## src/rtl/io_port_pkg.sv

```systemverilog
// constants for the byte-wide parallel i/o port
// assumes a single 100 MHz clock domain
package io_port_pkg;
	localparam int DATA_W = 8;
	localparam logic [7:0] DATA_RST = 8'h00;
	localparam logic MODE_INPUT = 1'b0;
	localparam logic MODE_OUTPUT = 1'b1;
	localparam logic SRQ_RST_IN = 1'b1;
	localparam logic SRQ_RST_OUT = 1'b0;
	localparam int BUF_DEPTH = 2;
endpackage

```

## src/rtl/byte_wide_io_port.sv

```systemverilog
// byte-wide i/o port: data latch, three-state driver, service-request handshake
// assumes all inputs synchronous to CLK; strobe and selects are sampled, edges found by one-cycle delay
// Functional notes
// - mode low makes an input port, mode high an output port
// - input mode: while strobe high, register follows the parallel inputs
// - input mode: strobe falling edge freezes data and drives request low
// - input mode: drivers enabled with register data only while both selects high
// - input mode: either select low floats outputs; leaving the both-high select returns request high unless a strobe fall lands in the same cycle
// - output mode: drivers always enabled regardless of selects
// - output mode: load while primary low, secondary and strobe high; hold after fall
// - output mode: request goes high as soon as the port is deselected
// - output mode: after deselect, request stays high until next strobe falling edge
// - clear zeroes the register; request high in input mode, low in output mode
module byte_wide_io_port
	import io_port_pkg::*;
(
	// clock and reset
	input wire logic CLK,
	input wire logic NRST,
	// configuration and clear
	input wire logic MODE,
	input wire logic CLEAR_N,
	// selects and strobe
	input wire logic SELECT_PRIMARY,
	input wire logic SELECT_SECONDARY,
	input wire logic STROBE,
	// data path
	input wire logic [7:0] PARALLEL_IN,
	output logic [7:0] PARALLEL_OUT,
	output logic PARALLEL_OUT_OE,
	// handshake
	output logic SERVICE_REQUEST_FLAG,
	// captured-word stream through two-entry buffer
	output logic WORD_VALID,
	output logic [7:0] WORD_DATA,
	input wire logic WORD_READY
);
	logic [7:0] data_q, data_d;
	logic srq_q, srq_d;
	logic strobe_q;
	logic [7:0] buf_q [BUF_DEPTH];
	logic [7:0] buf_d [BUF_DEPTH];
	logic [1:0] cnt_q, cnt_d;
	logic rd_q, rd_d;
	logic wr_q, wr_d;

	logic sel_in, sel_out, load, fall, push, pop;
	logic selected, desel;
	logic strobe_d, sel_q, sel_d;

	assign sel_in = SELECT_PRIMARY && SELECT_SECONDARY;
	assign sel_out = !SELECT_PRIMARY && SELECT_SECONDARY;
	// the decode that counts as selected depends on the mode
	assign selected = (MODE == MODE_INPUT) ? sel_in : sel_out;
	assign desel = sel_q && !selected;
	// mode is static so it simply steers the decode
	assign load = STROBE && ((MODE == MODE_INPUT) || sel_out);
	assign fall = strobe_q && !STROBE;
	// each input-mode frozen word is also offered downstream; a full buffer drops the new word and nothing already held
	assign push = fall && (MODE == MODE_INPUT) && (cnt_q != 2'(BUF_DEPTH));
	assign pop = WORD_VALID && WORD_READY;

	always_comb begin
		data_d = data_q;
		srq_d = srq_q;
		if (!CLEAR_N) begin
			data_d = DATA_RST;
			srq_d = (MODE == MODE_INPUT) ? SRQ_RST_IN : SRQ_RST_OUT;
		end else begin
			if (load)
				data_d = PARALLEL_IN;
			if (MODE == MODE_INPUT) begin
				// a fall beside a deselect wins, so a word strobed in during the read is still flagged
				if (fall)
					srq_d = 1'b0;
				else if (desel)
					srq_d = 1'b1;
			end else begin
				// deselect is an edge; as a level it would hold the flag high through every later strobe
				if (desel)
					srq_d = 1'b1;
				else if (fall)
					srq_d = 1'b0;
			end
		end
	end

	always_ff @(posedge CLK or negedge NRST) begin
		if (!NRST) begin
			data_q <= DATA_RST;
			srq_q <= SRQ_RST_IN;
		end else begin
			data_q <= data_d;
			srq_q <= srq_d;
		end
	end

	// edge tracking: strobe and selection as sampled at the previous clock
	always_comb begin
		strobe_d = STROBE;
		sel_d = selected;
	end

	always_ff @(posedge CLK or negedge NRST) begin
		if (!NRST) begin
			strobe_q <= 1'b0;
			sel_q <= 1'b0;
		end else begin
			strobe_q <= strobe_d;
			sel_q <= sel_d;
		end
	end

	always_comb begin
		buf_d = buf_q;
		cnt_d = cnt_q;
		rd_d = rd_q;
		wr_d = wr_q;
		if (push) begin
			buf_d[wr_q] = data_q;
			wr_d = !wr_q;
		end
		if (pop)
			rd_d = !rd_q;
		cnt_d = 2'(cnt_q + {1'b0, push} - {1'b0, pop});
	end

	always_ff @(posedge CLK or negedge NRST) begin
		if (!NRST) begin
			buf_q[0] <= DATA_RST;
			buf_q[1] <= DATA_RST;
			cnt_q <= 2'h0;
			rd_q <= 1'b0;
			wr_q <= 1'b0;
		end else begin
			buf_q <= buf_d;
			cnt_q <= cnt_d;
			rd_q <= rd_d;
			wr_q <= wr_d;
		end
	end

	assign PARALLEL_OUT = data_q;
	assign PARALLEL_OUT_OE = (MODE == MODE_OUTPUT) || sel_in;
	assign SERVICE_REQUEST_FLAG = srq_q;
	assign WORD_VALID = cnt_q != 2'h0;
	assign WORD_DATA = buf_q[rd_q];

	property p_in_fall_srq;
		@(posedge CLK) disable iff (!NRST)
		(MODE == MODE_INPUT && CLEAR_N && strobe_q && !STROBE) |=> !SERVICE_REQUEST_FLAG;
	endproperty
	a_in_fall_srq: assert property (p_in_fall_srq) else $error("input strobe fall did not lower request");

	property p_in_desel;
		@(posedge CLK) disable iff (!NRST)
		(MODE == MODE_INPUT && CLEAR_N && desel && !fall)
		|=> SERVICE_REQUEST_FLAG;
	endproperty
	a_in_desel: assert property (p_in_desel) else $error("deselect did not return request high");

	property p_in_oe;
		@(posedge CLK) disable iff (!NRST)
		MODE == MODE_INPUT |-> PARALLEL_OUT_OE == (SELECT_PRIMARY && SELECT_SECONDARY);
	endproperty
	a_in_oe: assert property (p_in_oe) else $error("input mode driver enable wrong");

	property p_out_oe;
		@(posedge CLK) disable iff (!NRST)
		MODE == MODE_OUTPUT |-> PARALLEL_OUT_OE;
	endproperty
	a_out_oe: assert property (p_out_oe) else $error("output mode drivers not enabled");

	property p_in_follow;
		@(posedge CLK) disable iff (!NRST)
		(MODE == MODE_INPUT && CLEAR_N && STROBE) |=> PARALLEL_OUT == $past(PARALLEL_IN);
	endproperty
	a_in_follow: assert property (p_in_follow) else $error("register did not follow inputs");

	property p_out_load;
		@(posedge CLK) disable iff (!NRST)
		(MODE == MODE_OUTPUT && CLEAR_N && STROBE && !SELECT_PRIMARY && SELECT_SECONDARY)
		|=> PARALLEL_OUT == $past(PARALLEL_IN);
	endproperty
	a_out_load: assert property (p_out_load) else $error("output mode load failed");

	property p_hold;
		@(posedge CLK) disable iff (!NRST)
		(CLEAR_N && !STROBE) |=> $stable(PARALLEL_OUT);
	endproperty
	a_hold: assert property (p_hold) else $error("register changed while strobe low");

	property p_out_desel;
		@(posedge CLK) disable iff (!NRST)
		(MODE == MODE_OUTPUT && CLEAR_N && desel)
		|=> SERVICE_REQUEST_FLAG;
	endproperty
	a_out_desel: assert property (p_out_desel) else $error("deselect did not raise request");

	property p_out_fall;
		@(posedge CLK) disable iff (!NRST)
		(MODE == MODE_OUTPUT && CLEAR_N && fall && !desel)
		|=> !SERVICE_REQUEST_FLAG;
	endproperty
	a_out_fall: assert property (p_out_fall) else $error("request not lowered on strobe fall");

	property p_clear;
		@(posedge CLK) disable iff (!NRST)
		!CLEAR_N |=> PARALLEL_OUT == 8'h00 && SERVICE_REQUEST_FLAG == (MODE == MODE_INPUT);
	endproperty
	a_clear: assert property (p_clear) else $error("clear did not reset state");

	// the flag stands until its next set or clear event
	property p_in_hold_srq;
		@(posedge CLK) disable iff (!NRST)
		(MODE == MODE_INPUT && CLEAR_N && !fall && !desel)
		|=> $stable(SERVICE_REQUEST_FLAG);
	endproperty
	a_in_hold_srq: assert property (p_in_hold_srq) else $error("input request flag changed without cause");

	property p_out_stay_srq;
		@(posedge CLK) disable iff (!NRST)
		(MODE == MODE_OUTPUT && CLEAR_N && !fall && !desel)
		|=> $stable(SERVICE_REQUEST_FLAG);
	endproperty
	a_out_stay_srq: assert property (p_out_stay_srq) else $error("output request flag changed without cause");

	property p_in_float;
		@(posedge CLK) disable iff (!NRST)
		(MODE == MODE_INPUT && !(SELECT_PRIMARY && SELECT_SECONDARY)) |-> !PARALLEL_OUT_OE;
	endproperty
	a_in_float: assert property (p_in_float) else $error("outputs driven while deselected");

	property p_out_refuse;
		@(posedge CLK) disable iff (!NRST)
		(MODE == MODE_OUTPUT && CLEAR_N && !(!SELECT_PRIMARY && SELECT_SECONDARY))
		|=> $stable(PARALLEL_OUT);
	endproperty
	a_out_refuse: assert property (p_out_refuse) else $error("deselected output port loaded data");

	property p_out_load_oe;
		@(posedge CLK) disable iff (!NRST)
		(MODE == MODE_OUTPUT && CLEAR_N && STROBE && !SELECT_PRIMARY && SELECT_SECONDARY)
		|=> PARALLEL_OUT_OE;
	endproperty
	a_out_load_oe: assert property (p_out_load_oe) else $error("loaded output data not driven");

	// word buffer: each input-mode fall offers the frozen word, a full buffer refuses new ones
	property p_push_word;
		@(posedge CLK) disable iff (!NRST)
		(fall && MODE == MODE_INPUT && cnt_q == 2'h0)
		|=> WORD_VALID && WORD_DATA == $past(PARALLEL_OUT);
	endproperty
	a_push_word: assert property (p_push_word) else $error("frozen word not offered");

	property p_push_second;
		@(posedge CLK) disable iff (!NRST)
		(push && cnt_q == 2'h1 && !pop) |=> cnt_q == 2'h2;
	endproperty
	a_push_second: assert property (p_push_second) else $error("second word not stored");

	property p_full_hold;
		@(posedge CLK) disable iff (!NRST)
		(cnt_q == 2'h2 && !WORD_READY)
		|=> cnt_q == 2'h2 && $stable(WORD_DATA);
	endproperty
	a_full_hold: assert property (p_full_hold) else $error("full buffer changed while stalled");

	property p_head_stable;
		@(posedge CLK) disable iff (!NRST)
		(WORD_VALID && !WORD_READY) |=> WORD_VALID && $stable(WORD_DATA);
	endproperty
	a_head_stable: assert property (p_head_stable) else $error("offered word changed before taken");

	property p_pop_keeps_second;
		@(posedge CLK) disable iff (!NRST)
		(cnt_q == 2'h2 && WORD_READY) |=> WORD_VALID;
	endproperty
	a_pop_keeps_second: assert property (p_pop_keeps_second) else $error("second word lost on pop");

	property p_last_pop;
		@(posedge CLK) disable iff (!NRST)
		(cnt_q == 2'h1 && WORD_READY && !push) |=> !WORD_VALID;
	endproperty
	a_last_pop: assert property (p_last_pop) else $error("buffer not empty after last pop");

	property p_cnt_max;
		@(posedge CLK) disable iff (!NRST)
		cnt_q != 2'h3;
	endproperty
	a_cnt_max: assert property (p_cnt_max) else $error("buffer count beyond depth");

	property p_no_spurious_word;
		@(posedge CLK) disable iff (!NRST)
		(!WORD_VALID && !fall) |=> !WORD_VALID;
	endproperty
	a_no_spurious_word: assert property (p_no_spurious_word) else $error("word offered without strobe fall");

	property p_out_no_word;
		@(posedge CLK) disable iff (!NRST)
		(MODE == MODE_OUTPUT && !WORD_VALID) |=> !WORD_VALID;
	endproperty
	a_out_no_word: assert property (p_out_no_word) else $error("word offered in output mode");

	c_in_handshake: cover property (@(posedge CLK) disable iff (!NRST)
		MODE == MODE_INPUT && strobe_q && !STROBE ##[1:20] SELECT_PRIMARY && SELECT_SECONDARY);
	c_out_handshake: cover property (@(posedge CLK) disable iff (!NRST)
		MODE == MODE_OUTPUT && SERVICE_REQUEST_FLAG ##[1:20] !SERVICE_REQUEST_FLAG);
	c_buf_full: cover property (@(posedge CLK) disable iff (!NRST) cnt_q == 2'h2);
	c_out_deselect: cover property (@(posedge CLK) disable iff (!NRST)
		MODE == MODE_OUTPUT && desel ##1 SERVICE_REQUEST_FLAG);
	c_in_drop: cover property (@(posedge CLK) disable iff (!NRST)
		MODE == MODE_INPUT && fall && cnt_q == 2'h2);
endmodule

```

## config.mk

```make
export PLATFORM = sky130hd
export DESIGN_NAME = byte_wide_io_port
export DESIGN_NICKNAME = d
export VERILOG_FILES = /design/src/rtl/io_port_pkg.sv /design/src/rtl/byte_wide_io_port.sv
export SDC_FILE = /design/constraint.sdc
export NUM_CORES = 1
export LEC_CHECK = 0
export BUFFER_PORTS_ARGS = -buffer_cell sky130_fd_sc_hd__buf_2
export CORE_ASPECT_RATIO = 1.2
export CORE_MARGIN = 1
export CORE_UTILIZATION = 53
export CTS_CLUSTER_DIAMETER = 50
export DETAILED_ROUTE_END_ITERATION = 6
export GPL_TIMING_DRIVEN = 0
export PLACE_DENSITY = 0.76
export SYNTH_ARGS = -nofsm -noshare
export SYNTH_HDL_FRONTEND = slang
export SYNTH_SLANG_ARGS = --single-unit
```

## constraint.sdc

```tcl
create_clock -name CLK -period 2.89 [get_ports CLK]
set_input_delay 0.289 -clock CLK [delete_from_list [all_inputs] [get_ports CLK]]
set_output_delay 0.289 -clock CLK [all_outputs]
set_load 0.005 [all_outputs]
```

==> impl_metrics.py <==
metrics = {
    "grt": {
        "grt_max_degree": 32,
        "grt_antenna_before_repair": 0,
        "global_route.overflow_total": 0,
        "grt_pass1_wl_um": 4236,
        "vias_in_the_first_global_route": 985,
        "grt_util_all_layers_pct": 20.50,
    },
    "timing": {
        "report.final.setup_viol": 0,
        "final.setup_skew_ps": 11.73,
        "min_period_over_period_pct": 65.44,
        "timing.slew.headroom_pct": 55.77,
        "worst_pin_slew_ps": 663.4,
        "timing.final.max_slew_violations": 0,
        "sum_neg_setup_slack_ps": 0,
        "rsz0062_at_grt": "false",
        "fmaxAchievable_mhz": 528.8,
        "report.final.hold_viol_count": 0,
        "post-route-min-period_ps": 1891,
    },
    "route": {
        "postRouteAntennaNets": 0,
        "drc_errors": 0,
        "firstDrtPassIters": 4,
        "wire_per_inst_um": 14.48,
        "post_drt_via_cell_ratio": 5.344,
        "route.vias.total": 978,
        "drt_iter0_drc": 10,
        "routed_wirelength_um": 2650,
    },
    "power_and_ir_drop": {
        "power.switching_fraction_pct": 30.50,
        "internal_power_uw": 924.9,
        "pwr-share-clk_pct": 19.9,
        "seq_power_share_pct": 48.6,
        "p_switching_uw": 406.0,
        "comb_power_share_pct": 31.5,
        "cellPowerDensity_nw_per_um2": 759.8,
        "p_leak_nw": 0.9217,
        "vdd_ir_drop_max_v": 0.0005851,
    },
    "clock_tree": {
        "cts_buffer_depth": 2,
        "cts.repair.resized": 0,
        "cts.htree.levels": 2,
        "worst_setup_hold_path_clk_slew_ps": 90,
        "cts.sink_count": 31,
        "tritoncts": "built",
        "numCtsBuffers": 5,
        "insertion_delay_to_the_later_sink_of_the_worst_skew_pair_ps": 340,
        "clk_root_buffer_cell": "clkbuf_4",
    },
    "synthesis": {
        "post_synth_inst_count": 108,
        "yosysWarningCount": 0,
        "synth_xor_xnor_area_share_pct": 2.375,
        "post_synth_num_cell_types": 29,
        "ys_ff_latch": 31,
        "postSynthNetCount": 125,
        "synth-compound-area-share_pct": 5.683,
        "netlist_area_um2": 1475,
        "post_synth_and_or_nand_nor_area_fraction_pct": 10.77,
        "synth.mux.area_fraction_pct": 25.78,
        "post_synth.cell_area_avg_um2": 13.66,
        "synth_seq_area_share_pct": 52.67,
        "dominant_combinational_cell_family_by_area_after_synthesis": "multiplexers",
        "synth_adder_area_share_pct": 0.8482,
    },
    "critical_path": {
        "worstSetupPathType": "reg2out",
        "timing.critical_path.required_ps": 2600,
        "critical_path.reg2reg.startpoint": "strobe_q",
        "startpoint_type": "flop",
        "critical_path.endpoint_type": "output port",
        "crit_start": "rd_q",
        "critPathArrivalTime_ps": 1600,
        "critPathMaxFanout": 9,
    },
    "floorplan": {
        "design.die.area_um2": 2999,
        "boundaryPins": 35,
        "die_height_um": 59.79,
        "initial_utilization_pct": 57.23,
        "core_area_um2": 2577,
        "fp-row-count": 20,
        "dieWidth_um": 50.16,
    },
    "finish": {
        "syn_to_final_growth_pct": 18.74,
        "num-nets-final": 166,
        "drive_above_1_share_pct": 49.33,
        "insertedDiodeCount": 0,
        "stdcell_area_um2": 1752,
    },
    "placement": {
        "gp_congestion": 0.7241,
        "portBuffers": 33,
        "hpwlAfterDp_um": 1803,
        "post_dp_cell_area_um2": 1682,
    },
    "min_path": {
        "hp-start": "STROBE",
        "worstHoldPathType": "in2reg",
    },
    "outcome": {
        "status": "completed",
    },
    "flow_run": {
        "cap_viol_max_count": 0,
    },
}
[cell usage after synthesis]
cell      instances  area, um2
dfrtp_1          30      750.7
mux2_2           16      180.2
nor2b_1           9      56.30
mux2_4            8      120.1
mux2i_1           8      80.08
nand2_1           7      26.28
a211oi_1          2      15.01
a21oi_1           2      10.01
clkbuf_1          2      7.510
nand2b_1          2      12.51
o21ai_0           2      10.01
xnor2_1           2      17.52
xor2_1            2      17.52
a21bo_2           1      10.01
a221oi_1          1      8.760
a311oi_1          1      8.760
and2_1            1      6.260
buf_2             1      5.000
buf_6             1      11.26
dfstp_2           1      26.28
ha_1              1      12.51
inv_1             1      3.750
nor2_1            1      3.750
nor2_8            1      20.02
nor3b_4           1      18.77
o211ai_2          1      12.51
o21ai_2           1      8.760
or2_2             1      6.260
or3b_2            1      8.760
[cell families (layout without fill, tap and decap cells)]
| family | count (synthesis) | in the layout |
|---|---|---|
| compound gates | 11 | 11 |
| xor+xnor | 4 | 4 |
| fa+ha+maj | 1 | 1 |
| buf+inv | 5 | 47 |
| flops | 31 | 31 |
| mux | 32 | 32 |
| simple gates | 24 | 24 |
[worst max-delay path: stages, from the launching register on]
cell and delay [ps]:
dfrtp_1 330, clkbuf_1 420, mux2_2 400, buf_2 120
[timing repair]
item | in CTS | in global routing
hold endpoints to repair | 23 | 0
setup buffers | 0 | 0
hold buffers | 1 | 0
[stage by stage]
| stage | util [%] | worst slack (ps) | instances | power [mW] | hold slack (ps) |
|---|---|---|---|---|---|
| finish | 67.96 | 998.8 | 183 | 1.331 | 135.2 |
| global route | 67.96 | 903.6 | 183 | 1.409 | 133.2 |
| CTS | 67.96 | 932.7 | 183 | 1.349 | 120.5 |
| detailed placement | 65.24 | 1251 | 174 | 1.079 | 360.2 |
| global placement | 65.24 | 1303 | 174 | 1.055 | 355.2 |
| floorplan | - | 1362 | 108 | 0.9356 | -6.591 |
[cell usage in the layout, fill, tap and decap left out, drive strengths merged, types with 2 or more instances in the layout]
| cell | count |
|---|---|
| a211oi | 2 |
| nand2b | 2 |
| nand2 | 7 |
| mux2i | 8 |
| nor2 | 2 |
| a21oi | 2 |
| buf | 35 |
| o21ai | 3 |
| dfrtp | 30 |
| xor2 | 2 |
| xnor2 | 2 |
| clkbuf | 9 |
| mux2 | 24 |
| nor2b | 9 |
[power by group through the flow]
stage | clock network (mW) | registers (mW) | logic, mW
floorplan | 0 | 0.632 | 0.303
global placement | 0 | 0.643 | 0.412
detailed placement | 0 | 0.655 | 0.424
CTS | 0.273 | 0.648 | 0.427
global route | 0.287 | 0.662 | 0.460
finish | 0.265 | 0.647 | 0.419
[flip-flops by register name, summed over array words and instances, names as in the netlist]
register	flops
PARALLEL_OUT	8
wr_q	1
buf_q	16
rd_q	1
SERVICE_REQUEST_FLAG	1
cnt_q	2
strobe_q	1
sel_q	1
[metal layers]
metal  GRT usage, %  part of all wire [%]  vias up
met2          32.95                    49       32
met1          22.08                    43      476
met3          6.616                   5.4        8
met4          16.73                   3.0        0
li1               -                     -      462
met5              0                     0        -
[cell type report]
| type | count | area (um2) |
|---|---|---|
| Tap cell | 33 | 41.29 |
| Buffer | 4 | 23.77 |
| Clock buffer | 7 | 55.05 |
| Sequential cell | 31 | 777.0 |
| Multi-Input combinational cell | 72 | 670.6 |
| Fill cell | 194 | 825.8 |
| Inverter | 1 | 3.754 |
| Timing Repair Buffer | 34 | 175.2 |
| Clock inverter | 1 | 5.005 |
[worst paths after layout]
check	endpoint	slack (ps)	cells past startpoint
min reg2reg	buf_q[7]	510	1
min	strobe_q	140	1
max	WORD_DATA[7]	1000	3
min in group asynchronous	buf_q[0]	500	2
max in group asynchronous	buf_q[4]	1950	2
max reg2reg	cnt_q[1]	1290	6
(Power assumes the default switching activity.)
